[src/common/mbc_defines.vh]
// Constants for the MAC transmit/receive control and backoff block
// What this block does
// [RL1] After collision wait random r slots, 0<=r<2^K, K=min(retries,10).
// [RL2] Limit select 00 caps countdown at 10 bits, 01 at 8, 10 at 4.
// [RL3] Countdown loads from LFSR low bits; limit select 11 uses one bit.
// [RL4] Countdown decrements once per slot time of 512 bit times.
// [RL5] With deferral check set, abort after deferring over 24288 bit times.
// [RL6] Deferral timer starts when frame ready but carrier sense holds off.
// [RL7] Deferral time never accumulates; each new deferral restarts from zero.
// [RL8] With deferral check clear, no timeout; deferral may last forever.
// [RL9] Transmit enable set sends frames; clear sends none.
// [RL10] Receive enable set accepts PHY frames; clear accepts none.
// [RL11] Software sets receive DMA start before setting receive enable.
// [RL12] Software clears receive enable before clearing receive DMA start.
// [RL13] DMA stop while receiver enabled keeps state running, no stopped flag.
// [RL14] Reset clears both enables and sets backoff limit select to 00.
`ifndef MBC_DEFINES_VH
`define MBC_DEFINES_VH
`define MBC_SLOT_BITS 512
`define MBC_DEFER_BITS 24288
`define MBC_K_MAX 4'ha
`define MBC_K_CAP_8 4'h8
`define MBC_K_CAP_4 4'h4
`define MBC_K_CAP_1 4'h1
`define MBC_CNT_W 10
`define MBC_LFSR_TAP_A 19
`define MBC_LFSR_TAP_B 16
`define MBC_LIM_10 2'h0
`define MBC_LIM_8 2'h1
`define MBC_LIM_4 2'h2
`define MBC_LIM_1 2'h3
`define MBC_LFSR_SEED 20'h00001
`define MBC_RS_STOPPED 1'h0
`define MBC_RS_RUNNING 1'h1
`endif

[src/rtl/mbc_mac_ctrl.v]
// MAC transmit/receive control, backoff and deferral logic
`timescale 1ns/1ps
`include "mbc_defines.vh"
module mbc_mac_ctrl #(
   parameter BIT_CYCLES = 8'd5,
   parameter RETRY_W = 5
) (
   // Clock and reset
   input wire sysClk,
   input wire rst_n,
   // Control bits from software
   input wire backoffLimitWe,
   input wire [1:0] backoffLimitIn,
   input wire deferralCheckEnIn,
   input wire transmitterEnableIn,
   input wire receiverEnableIn,
   input wire rxDmaStartStop,
   // Transmit side
   input wire txFrameReady,
   input wire carrierSense,
   input wire collision,
   input wire [RETRY_W-1:0] retryCount,
   output wire txStart,
   output reg txBackoffBusy_ff,
   output reg txDeferAbort_ff,
   // Receive side
   input wire phyRxValid,
   input wire [7:0] phyRxData,
   output reg rxValid_ff,
   output reg [7:0] rxData_ff,
   output reg rxProcessState_ff,
   output reg rxProcessStoppedFlag_ff,
   // Control readback
   output reg [1:0] backoffLimitSel_ff,
   output reg transmitterEnable_ff,
   output reg receiverEnable_ff,
   output reg deferralCheckEn_ff
);
   ////////////////////////////////////////////////////////////////////////
   // Control bits
   // Backoff limit field, written only on its strobe
   always @(posedge sysClk or negedge rst_n) begin
      if (!rst_n) begin
         backoffLimitSel_ff <= `MBC_LIM_10; // RL14
      end else if (backoffLimitWe) begin
         backoffLimitSel_ff <= backoffLimitIn; // RL2
      end
   end
   // Transmit enable
   always @(posedge sysClk or negedge rst_n) begin
      if (!rst_n) begin
         transmitterEnable_ff <= 1'b0; // RL14
      end else begin
         transmitterEnable_ff <= transmitterEnableIn; // RL9
      end
   end
   // Receive enable
   always @(posedge sysClk or negedge rst_n) begin
      if (!rst_n) begin
         receiverEnable_ff <= 1'b0; // RL14
      end else begin
         receiverEnable_ff <= receiverEnableIn; // RL10
      end
   end
   // Deferral check enable, off after reset
   always @(posedge sysClk or negedge rst_n) begin
      if (!rst_n) begin
         deferralCheckEn_ff <= 1'b0; // RL8
      end else begin
         deferralCheckEn_ff <= deferralCheckEnIn; // RL8
      end
   end
   ////////////////////////////////////////////////////////////////////////
   // Bit time and slot time ticks
   reg [7:0] bitCnt_ff;
   reg [9:0] slotCnt_ff;
   wire bitTick;
   wire slotTick;
   // One bit time is BIT_CYCLES clocks
   assign bitTick = (bitCnt_ff == BIT_CYCLES - 8'd1);
   // One slot time is a fixed number of bit times
   assign slotTick = bitTick && (slotCnt_ff == `MBC_SLOT_BITS - 1); // RL4
   // Bit time counter, free running
   always @(posedge sysClk or negedge rst_n) begin
      if (!rst_n) begin
         bitCnt_ff <= 8'h00;
      end else begin
         bitCnt_ff <= bitTick ? 8'h00 : bitCnt_ff + 8'h01;
      end
   end
   // Slot time counter, steps on bit ticks
   always @(posedge sysClk or negedge rst_n) begin
      if (!rst_n) begin
         slotCnt_ff <= 10'h000;
      end else if (bitTick) begin
         slotCnt_ff <= slotTick ? 10'h000 : slotCnt_ff + 10'h001;
      end
   end
   ////////////////////////////////////////////////////////////////////////
   // LFSR and backoff countdown
   reg [19:0] lfsr_ff;
   reg [9:0] backoffCnt_ff;
   reg [3:0] kEff;
   wire [9:0] mask;
   wire [3:0] kRetry;
   genvar g;
   // Exponent is the retry count, never above ten
   assign kRetry = (retryCount > `MBC_K_MAX) ? `MBC_K_MAX :
      retryCount[3:0]; // RL1
   // Limit select caps the exponent
   always @* begin
      kEff = kRetry;
      case (backoffLimitSel_ff) // RL2
         `MBC_LIM_10: begin
            kEff = kRetry;
         end
         `MBC_LIM_8: begin
            kEff = (kRetry > `MBC_K_CAP_8) ? `MBC_K_CAP_8 : kRetry;
         end
         `MBC_LIM_4: begin
            kEff = (kRetry > `MBC_K_CAP_4) ? `MBC_K_CAP_4 : kRetry;
         end
         default: begin
            kEff = (kRetry > `MBC_K_CAP_1) ? `MBC_K_CAP_1 : kRetry; // RL3
         end
      endcase
   end
   // One mask bit per countdown bit below the exponent
   generate
      for (g = 0; g < `MBC_CNT_W; g = g + 1) begin : g_mask
         assign mask[g] = (g < kEff);
      end
   endgenerate
   // Free-running pseudo-random source
   always @(posedge sysClk or negedge rst_n) begin
      if (!rst_n) begin
         lfsr_ff <= `MBC_LFSR_SEED;
      end else begin
         lfsr_ff <= {lfsr_ff[18:0],
            lfsr_ff[`MBC_LFSR_TAP_A] ^ lfsr_ff[`MBC_LFSR_TAP_B]};
      end
   end
   // Countdown loads on collision, steps once per slot
   // A new collision reloads the countdown at once
   always @(posedge sysClk or negedge rst_n) begin
      if (!rst_n) begin
         backoffCnt_ff <= 10'h000;
         txBackoffBusy_ff <= 1'b0;
      end else begin
         if (collision) begin
            backoffCnt_ff <= lfsr_ff[9:0] & mask; // RL1 RL3
            txBackoffBusy_ff <= 1'b1;
         end else if (txBackoffBusy_ff && slotTick) begin
            if (backoffCnt_ff == 10'h000) begin
               txBackoffBusy_ff <= 1'b0;
            end else begin
               backoffCnt_ff <= backoffCnt_ff - 10'h001; // RL4
            end
         end
      end
   end
   ////////////////////////////////////////////////////////////////////////
   // Deferral timer
   reg [14:0] deferCnt_ff;
   wire deferring;
   // Held off by carrier with a frame waiting and no backoff running
   assign deferring = transmitterEnable_ff && txFrameReady && carrierSense &&
      !txBackoffBusy_ff; // RL6
   // Counts bit times while deferring, clears otherwise
   always @(posedge sysClk or negedge rst_n) begin
      if (!rst_n) begin
         deferCnt_ff <= 15'h0000;
         txDeferAbort_ff <= 1'b0;
      end else begin
         txDeferAbort_ff <= 1'b0;
         if (!deferring) begin
            deferCnt_ff <= 15'h0000; // RL7
         end else if (bitTick) begin
            if (deferCnt_ff == `MBC_DEFER_BITS) begin
               if (deferralCheckEn_ff) begin // RL8
                  txDeferAbort_ff <= 1'b1; // RL5
                  deferCnt_ff <= 15'h0000;
               end
            end else begin
               deferCnt_ff <= deferCnt_ff + 15'h0001; // RL6
            end
         end
      end
   end
   // Transmission starts only when enabled, idle medium and no backoff
   assign txStart = transmitterEnable_ff && txFrameReady && !carrierSense &&
      !txBackoffBusy_ff && !collision; // RL9
   ////////////////////////////////////////////////////////////////////////
   // Receive path and receive process state
   // Receive byte path
   always @(posedge sysClk or negedge rst_n) begin
      if (!rst_n) begin
         rxValid_ff <= 1'b0;
         rxData_ff <= 8'h00;
      end else begin
         // Byte passes only while the receiver is enabled
         rxValid_ff <= receiverEnable_ff && phyRxValid; // RL10
         if (receiverEnable_ff && phyRxValid) begin
            rxData_ff <= phyRxData; // RL10
         end
      end
   end
   // Receive process state and stopped flag
   // Stop takes effect only once the receiver is disabled
   always @(posedge sysClk or negedge rst_n) begin
      if (!rst_n) begin
         rxProcessState_ff <= `MBC_RS_STOPPED;
         rxProcessStoppedFlag_ff <= 1'b0;
      end else if (rxDmaStartStop) begin
         // DMA start clears the stopped flag
         rxProcessState_ff <= `MBC_RS_RUNNING; // RL11
         rxProcessStoppedFlag_ff <= 1'b0;
      end else if (receiverEnable_ff) begin
         // Stop while receiving: stay running, no flag
         rxProcessState_ff <= rxProcessState_ff; // RL13
      end else if (rxProcessState_ff == `MBC_RS_RUNNING) begin
         // Orderly shutdown reaches the stopped state
         rxProcessState_ff <= `MBC_RS_STOPPED; // RL12
         rxProcessStoppedFlag_ff <= 1'b1;
      end
   end
endmodule // mbc_mac_ctrl

[config.mk]
export PLATFORM = sky130hd
export DESIGN_NAME = mbc_mac_ctrl
export DESIGN_NICKNAME = d
export VERILOG_FILES = /design/src/rtl/mbc_mac_ctrl.v
export VERILOG_INCLUDE_DIRS = /design/src /design/src/common
export SDC_FILE = /design/constraint.sdc
export NUM_CORES = 1
export LEC_CHECK = 0
export ABC_AREA = 1
export ABC_CLOCK_PERIOD_IN_PS = 4200
export BUFFER_PORTS_ARGS = -buffer_cell sky130_fd_sc_hd__clkbuf_2
export CAP_MARGIN = 30
export CORE_MARGIN = 5
export CORE_UTILIZATION = 50
export DETAILED_ROUTE_END_ITERATION = 16
export PLACE_DENSITY = 0.7
export SETUP_SLACK_MARGIN = 0.2
export SYNTH_ARGS = -nofsm -noshare
export SYNTH_HDL_FRONTEND = slang
export SYNTH_SLANG_ARGS = --single-unit
[constraint.sdc]
create_clock -name sysClk -period 4.2 [get_ports sysClk]
set_input_delay 0.42 -clock sysClk [delete_from_list [all_inputs] [get_ports sysClk]]
set_output_delay 0.42 -clock sysClk [all_outputs]
set_load 0.03 [all_outputs]
### After elaboration in Yosys (flattened, before gate mapping)

Index checks and enable logic that the tools add are counted.

* output and inout port bits: 19
* bits of input ports: 26
* flip-flop bits (word level): 81

* muxes and demuxes: 26
* eq/ne operators: 9
* reduce and logical (&&, ||, !) cells: 21
* bitwise gates (word level): 2
* $add $sub $neg: 4
* $lt $le $gt $ge: 14

Operators by type and width (count)
* $mux W15: 4
* $mux W10: 4
* $lt A3 B4 Y1 const A: 4
* $mux W4: 4
* $add A15 B1 Y15 const B: 1
* $eq A15 B15 Y1 const B: 1
* $mux W1: 12
* $pmux W4 S3: 1
* $add A10 B1 Y10 const B: 1
* $and A10 B10 Y10: 1
* $eq A10 B9 Y1 const B: 1
* $logic_not A10 Y1: 1
* $sub A10 B1 Y10 const B: 1
* $logic_and A1 B1 Y1: 9
* $add A8 B1 Y8 const B: 1
* $eq A8 B3 Y1 const B: 1
* $lt A1 B4 Y1 const A: 2
* $lt A2 B4 Y1 const A: 2
* $lt A4 B4 Y1 const A: 2
* $mux W8: 1
* $reduce_and A2 Y1: 4
* $ne A2 B2 Y1 const B: 3
* $reduce_bool A2 Y1: 3
* $gt A5 B4 Y1 const B: 1
* other kinds (9): 11

### Longest topological paths before layout

Gate-level depths: netlist of run 1.

* depth after elaboration: 8
* gate-level depth with buffers: 12

### Worst setup path after synthesis of run 1

No wires, ideal clock.

* kind: input-to-output
* start point: input collision
* end point: output txStart
* arrival: 1.726 ns
* data required time: 3.780 ns
* path slack: 2.054 ns
* path buffers: 2
* stages: 3
* cells stage by stage: buf_2 -> clkbuf_1 -> nor4_1

* word-level cells in the longest chain between the ends: 2

RTL lines
* start, declared: line mbc_mac_ctrl.v:21 `input wire collision,`
* $logic_not A1 Y1: line mbc_mac_ctrl.v:192 `!txBackoffBusy_ff && !collision;`
* $logic_and A1 B1 Y1: line mbc_mac_ctrl.v:192
* end, declared: line mbc_mac_ctrl.v:23 `output wire txStart,`

No other way between the ends.

### Worst setup path in the final report of run 1

* start point: register bitCnt_ff[0]
* end point: register deferCnt_ff[7]

* word-level cells in the longest chain between the ends: 3

RTL lines
* start, declared: line mbc_mac_ctrl.v:75 `reg [7:0] bitCnt_ff;`
* start signal, assigned: line mbc_mac_ctrl.v:88 `bitCnt_ff <= bitTick ? 8'h00 : bitCnt_ff + 8'h01;`
* $eq A8 B3 Y1: line mbc_mac_ctrl.v:80 `assign bitTick = (bitCnt_ff == BIT_CYCLES - 8'd1);`
* $ne A2 B2 Y1 (no line)
* $reduce_and A2 Y1 (no line)
* end signal, assigned: line mbc_mac_ctrl.v:185 `deferCnt_ff <= deferCnt_ff + 15'h0001;`
* end, declared: line mbc_mac_ctrl.v:164 `reg [14:0] deferCnt_ff;`

No other way between the ends.
A chain may end at the register's enable or synchronous reset.

==> run summary, run 1 <==
hold_buf cts - 0
# setup viols final - 0
# Post-CTS Setup Buffers - 0
Reg-to-Reg End - deferCnt_ff[7]
TritonCTS Buffers - 9
DRT Pass-1 Iters - 4
global-route wire length before repair - 14800 um
met2 global-route usage - 27.9%
Worst Hold Class - in2async
die area - 10000 um^2
Synth Flop Type - dfrtp_1
Max Fclk - 435 MHz
final RePlAce weighted congestion - 0.939
Post-layout nets - 594
CTS root buffer - clkbuf_8
Worst setup EP type - flop
hold_ws - 26.7 ps
Synth area leader - dfrtp_1
fin crit share - 54.7%
IO Count - 45
DR iter-0 viols - 113
CTS tree - done
top cells by area, synth - dfrtp_1 49%, nand2_1 13%, nor2_1 6.1%
Cell variety after synth - 35
Pwr Density - 393 nW/um^2
Mapped Cells - 513
status - complete, no violations
grt ovf - 0
clk buf depth - 2
IR drop worst, VDD - 0.206 mV
worst-case clock skew - 12.0 ps
async set-reset flop share out of synthesis - 100%
# Max-Cap Violations - 0
final-report max-slew violation count - 0
core area - 7810 um^2
Die Height - 100 um
RSZ-0062 raised after global routing - no
later-pin clock latency in the skew report - 350 ps
Area Overhead vs Synth - 14.6%
Clk pin slew, worst setup/hold paths - 90 ps
layout cells sized above 1 - 13.9%
Static Leak - 0.00237 uW
post-CTS resize count - 0
busiest grt layer - met2
drt drc - 0
flop2flop setup slack - 1900 ps
synthesized flop and latch total - 81
worst setup path endpoint - deferCnt_ff[7]
Worst setup startpoint - bitCnt_ff[0]
htree depth - 3
top-count cell post-synth - nand2_1
post-route ant nets - 0
GRT met1 Usage - 25.0%
met3 Use GR - 3.89%
FF-to-FF Start - bitCnt_ff[0]
Crit Path Class - reg2reg
Post-synth EDFFs - 0
DR vias - 3409
Critical Path Start Type - flop
syn_nets - 545
vias per cell - 5.10
worst slew pin tran - 843 ps
antenna fix cells - 0
clock sinks - 81
post-synthesis sequential area ratio - 49.9%
Avg Cell Area, Syn - 7.93 um^2
Slew HR - 43.6%
chip width - 100 um
Detailed Place HPWL - 5930 um
critical path fanouts, max - 25
Port Buf Inserts - 44
Post-Syn Area - 4070 um^2
Syn. warnings - 0
largest net degree at the start of global routing - 46
GRT Util Overall - 17.9%
setup TNS - 0 ps
Fin. Hold Viols - 0
Synth top cells by count - 142 x nand2_1, 80 x dfrtp_1, 66 x nor2_1
initial antenna violation count - 0
WL final - 8230 um
Starting Density - 52.1%
wire per inst - 12.3 um
R2R depth - 9
critical path required time - 4410 ps
Synth top area share - 49.2%
Cell Rows - 32
fin crit period - 2300 ps
WP data arrival - 2500 ps
vias in the first global route - 3310
flip-flops by register name (all words and copies together), names as in the netlist, 2 cells and up:
name	cells
deferCnt_ff	15
bitCnt_ff	8
rxData_ff	8
backoffLimitSel_ff	2
slotCnt_ff	10
backoffCnt_ff	10
lfsr_ff	20
where the power goes:
group | leakage (uW) | total, uW | internal, uW | switching, uW
Combinational | 0.00116 | 228 | 72.6 | 155
Clock | 0.000140 | 767 | 487 | 280
Sequential | 0.00107 | 838 | 812 | 25.9
cells by family after synthesis:
family / Yosys count / synth area share (%)
flops: 81 / 49.9
buf+inv: 74 / 7.57
xor+xnor: 11 / 2.37
fa+ha+maj: 6 / 1.85
simple gates: 286 / 30.2
compound gates: 55 / 8.12
layout by cell type (no fill, tap or decap), drive strengths merged, types with 3 or more instances in the layout:
cell type	n
a21oi	16
buf	3
bufinv	4
clkbuf	54
dfrtp	80
ha	6
inv	65
nand2	144
nand3	35
nand4	16
nor2	67
nor3	12
o21ai	29
o21bai	5
or2	6
xor2	9
critical path, cell delays in order (launching register included):
cell     delay, ps
dfrtp_1        400
inv_1           80
ha_1           140
nand3_1         70
nor2_1         660
inv_1          260
nand2_1        170
o21ai_4        190
nand2_1        100
o21ai_0         80
metal layers:
metal	vias up	wire, um
li1	1724	-
met1	1599	4050
met2	78	3650
met3	8	418
met4	0	101
met5	-	0
per-stage QoR:
step | worst slack [ps] | cells | power (uW) | utilization (%) | area [um^2]
6_report | 1900 | 669 | 1830 | 59.7 | 4660
5_1_grt | 1580 | 669 | 1920 | 59.7 | 4660
4_1_cts | 1880 | 669 | 1850 | 59.7 | 4660
3_5_place_dp | 1890 | 653 | 1080 | 56.2 | 4380
3_3_place_gp | 2040 | 652 | 1070 | 55.9 | 4360
2_1_floorplan | 2050 | 513 | 1000 | - | 4070
worst min-delay path by stage:
stage                 from  depth (start not counted)  slack [ps]               end
3_3_place_gp   lfsr_ff[11]                          0         340       lfsr_ff[12]
6_report             rst_n                          1          30    deferCnt_ff[7]
2_1_floorplan        rst_n                          0         120  backoffCnt_ff[0]
4_1_cts              rst_n                          1          40    deferCnt_ff[7]
3_5_place_dp   lfsr_ff[13]                          0         340       lfsr_ff[14]
5_1_grt              rst_n                          1          60    deferCnt_ff[7]
layout make-up:
type	instances	area, um^2
flip-flops and latches	81	2030
multi-input cells	358	1730
fillers	702	3150
repair buffers	46	250
clock buffers	11	151
well taps	102	128
clock inverters	5	125
inverters	66	248
(Power assumes the default switching activity.)
==> run 2, diff against run 1 <==
--- a/config.mk
+++ b/config.mk
@@ -7,13 +7,13 @@
 export NUM_CORES = 1
 export LEC_CHECK = 0
 export ABC_AREA = 1
-export ABC_CLOCK_PERIOD_IN_PS = 4200
+export ABC_CLOCK_PERIOD_IN_PS = 2070
 export BUFFER_PORTS_ARGS = -buffer_cell sky130_fd_sc_hd__clkbuf_2
 export CAP_MARGIN = 30
 export CORE_MARGIN = 5
 export CORE_UTILIZATION = 50
 export DETAILED_ROUTE_END_ITERATION = 16
-export PLACE_DENSITY = 0.7
+export PLACE_DENSITY = 0.72
 export SETUP_SLACK_MARGIN = 0.2
 export SYNTH_ARGS = -nofsm -noshare
 export SYNTH_HDL_FRONTEND = slang
==> constraint.sdc (replaced) <==
create_clock -name sysClk -period 2.07 [get_ports sysClk]
set_input_delay 0.207 -clock sysClk [delete_from_list [all_inputs] [get_ports sysClk]]
set_output_delay 0.207 -clock sysClk [all_outputs]
set_load 0.03 [all_outputs]
==> run summary, run 2 (synthesized netlist as in run 1, its figures left out) <==
highest routed layer - met4
final RePlAce weighted congestion - 0.878 (-6.5%)
final total power - 3430 uW (+87%)
# Max-Cap Violations - 0 (unchanged)
met3 WL post-DR - 364 um (-13%)
Post-layout nets - 604 (+1.7%)
Critical path buffers and inverters - 2 (unchanged)
setup TNS - 0 ps (unchanged)
Reg with most FFs - lfsr_ff
Area Overhead vs Synth - 16.2%
global-route wire length before repair - 15000 um (+0.75%)
DRT Pass-1 Iters - 4 (unchanged)
Met2 Wirelength - 4110 um (+12%)
# setup viols final - 0 (unchanged)
core area - 7810 um^2 (unchanged)
final-report max-slew violation count - 0 (unchanged)
Starting Density - 52.1% (unchanged)
Worst setup EP type - flop
footprint of the multi-input gates - 1750 um^2 (+1.0%)
vias per cell - 5.12 (+0.46%)
largest net degree at the start of global routing - 41 (-11%)
CP max stage cell - dfrtp_1
placed insts - 658 (+0.77%)
DR iter-0 viols - 131 (+16%)
Die Height - 100 um (unchanged)
Layout fillers - 723 (+3.0%)
WP data arrival - 2040 ps (-460 ps)
worst-case clock skew - 12.5 ps (+0.489 ps)
Detailed Place HPWL - 6380 um (+7.6%)
most frequent cells in the layout - 142 x nand2_1, 80 x dfrtp_1, 65 x nor2_1, 64 x inv_1, 43 x clkbuf_2
chip width - 100 um (unchanged)
post-route ant nets - 0 (unchanged)
clk buf depth - 2 (unchanged)
WL final - 8530 um (+3.7%)
Fin. Hold Viols - 0 (unchanged)
crit-path cells - inv_1 -> ha_1 -> nor3b_2 -> nand4_4 -> o21ai_4 -> buf_12 -> nand2_1 -> o21ai_2
Static Leak - 0.00240 uW (+1.0%)
grt ovf - 0 (unchanged)
CTS root buffer - clkbuf_8
drt drc - 0 (unchanged)
TritonCTS Buffers - 9 (unchanged)
max reg flops - 20 (unchanged)
RSZ-0062 raised after global routing - yes
# Post-CTS Setup Buffers - 0 (unchanged)
Pwr Density - 726 nW/um^2 (+85%)
critical path required time - 2360 ps (-2050 ps)
Crit path max-delay family - simple AND/OR/NAND/NOR gates
worst slew pin tran - 531 ps (-312 ps)
DR vias - 3476 (+2.0%)
CTS tree - done
initial antenna violation count - 0 (unchanged)
Worst Hold Class - in2reg
IO Count - 45 (unchanged)
GRT Util Overall - 18.3% (+0.36 points)
fin crit share - 84.5% (+30 points)
status - complete, no violations
Crit Path Class - reg2reg
later-pin clock latency in the skew report - 360 ps (about the same)
Port Buf Inserts - 44 (unchanged)
clock sinks - 81 (unchanged)
M1 WL - 3970 um (-2.0%)
Max Fclk - 572 MHz (+31%)
Cell Rows - 32 (unchanged)
leading cell type in the layout, fill and taps excluded - nand2_1
vias in the first global route - 3310 (unchanged)
antenna fix cells - 0 (unchanged)
Slew HR - 64.6% (+21 points)
IR drop worst, VDD - 0.385 mV (+87%)
Non-Filler Instances - 679 (+1.5%)
crit-path max cell delay - 430 ps (-230 ps)
wire per inst - 12.6 um (+2.1%)
Critical Path Start Type - flop
critical path fanouts, max - 25 (unchanged)
htree depth - 3 (unchanged)
Regs by FF count - lfsr_ff (20), deferCnt_ff (15)
Clk pin slew, worst setup/hold paths - 100 ps (about the same)
die area - 10000 um^2 (unchanged)
layout cells sized above 1 - 15.1% (+1.1 points)
Reg area - 2030 um^2 (unchanged)
fin crit period - 1750 ps (-549 ps)
==> run 2: cell type report <==
cell class	instances	share of cell area (%)
multi-input combinational	358	37.0
tap	102	2.70
clock buffer	10	2.91
inverter	66	5.35
sequential	81	42.9
clock inverter	6	1.67
timing repair buffer	56	7.42
==> run 2: worst register-to-register path: stages (launching register included) <==
cell and delay, ps:
dfrtp_1 430, inv_1 100, ha_1 170, nor3b_2 250
nand4_4 210, o21ai_4 190, buf_12 180, nand2_1 90
o21ai_2 70
==> run 2: path summary, 6_finish.rpt <==
| check | startpoint | endpoint | slack (ps) | cells past startpoint |
|---|---|---|---|---|
| worst min-delay path | phyRxData[3] | rxData_ff[3] | 40 | 3 |
| worst max-delay path | deferCnt_ff[1] | deferCnt_ff[9] | 320 | 8 |
| worst max register to register | deferCnt_ff[1] | deferCnt_ff[9] | 320 | 8 |
| max in group asynchronous | rst_n | lfsr_ff[0] | 1100 | 3 |
| worst min register to register | lfsr_ff[15] | lfsr_ff[16] | 360 | 0 |
| min in group asynchronous | rst_n | deferCnt_ff[6] | 360 | 2 |
==> run 2: per-layer routing <==
layer / vias up / GRT usage (%)
met5: - / 0
met1: 1633 / 24.6
met3: 8 / 3.75
met4: 0 / 4.35
li1: 1756 / -
met2: 79 / 30.4
==> run 2: repair_timing <==
item | 4_1_cts | 5_1_grt
endpoints found under the setup margin | 0 | 26
hold endpoints to repair | 42 | 0
hold buffers | 5 | 0
gates resized for setup | 0 | 6
==> run 2: report_power, final <==
part           switching (uW)  internal [uW]
Sequential               54.3           1650
Combinational             322            157
Clock                     628            620
==> run 2: per-stage QoR <==
| stage | cell area, um^2 | util (%) | hold WS, ps | setup WS [ps] |
|---|---|---|---|---|
| global route | 4720 | 60.5 | 30.9 | 154 |
| CTS | 4700 | 60.2 | 26.4 | 224 |
| floorplan | 4070 | - | -88.6 | 315 |
| global placement | 4430 | 56.8 | 220 | 284 |
| finish | 4720 | 60.5 | 35.9 | 321 |
| detailed placement | 4430 | 56.8 | 226 | 264 |
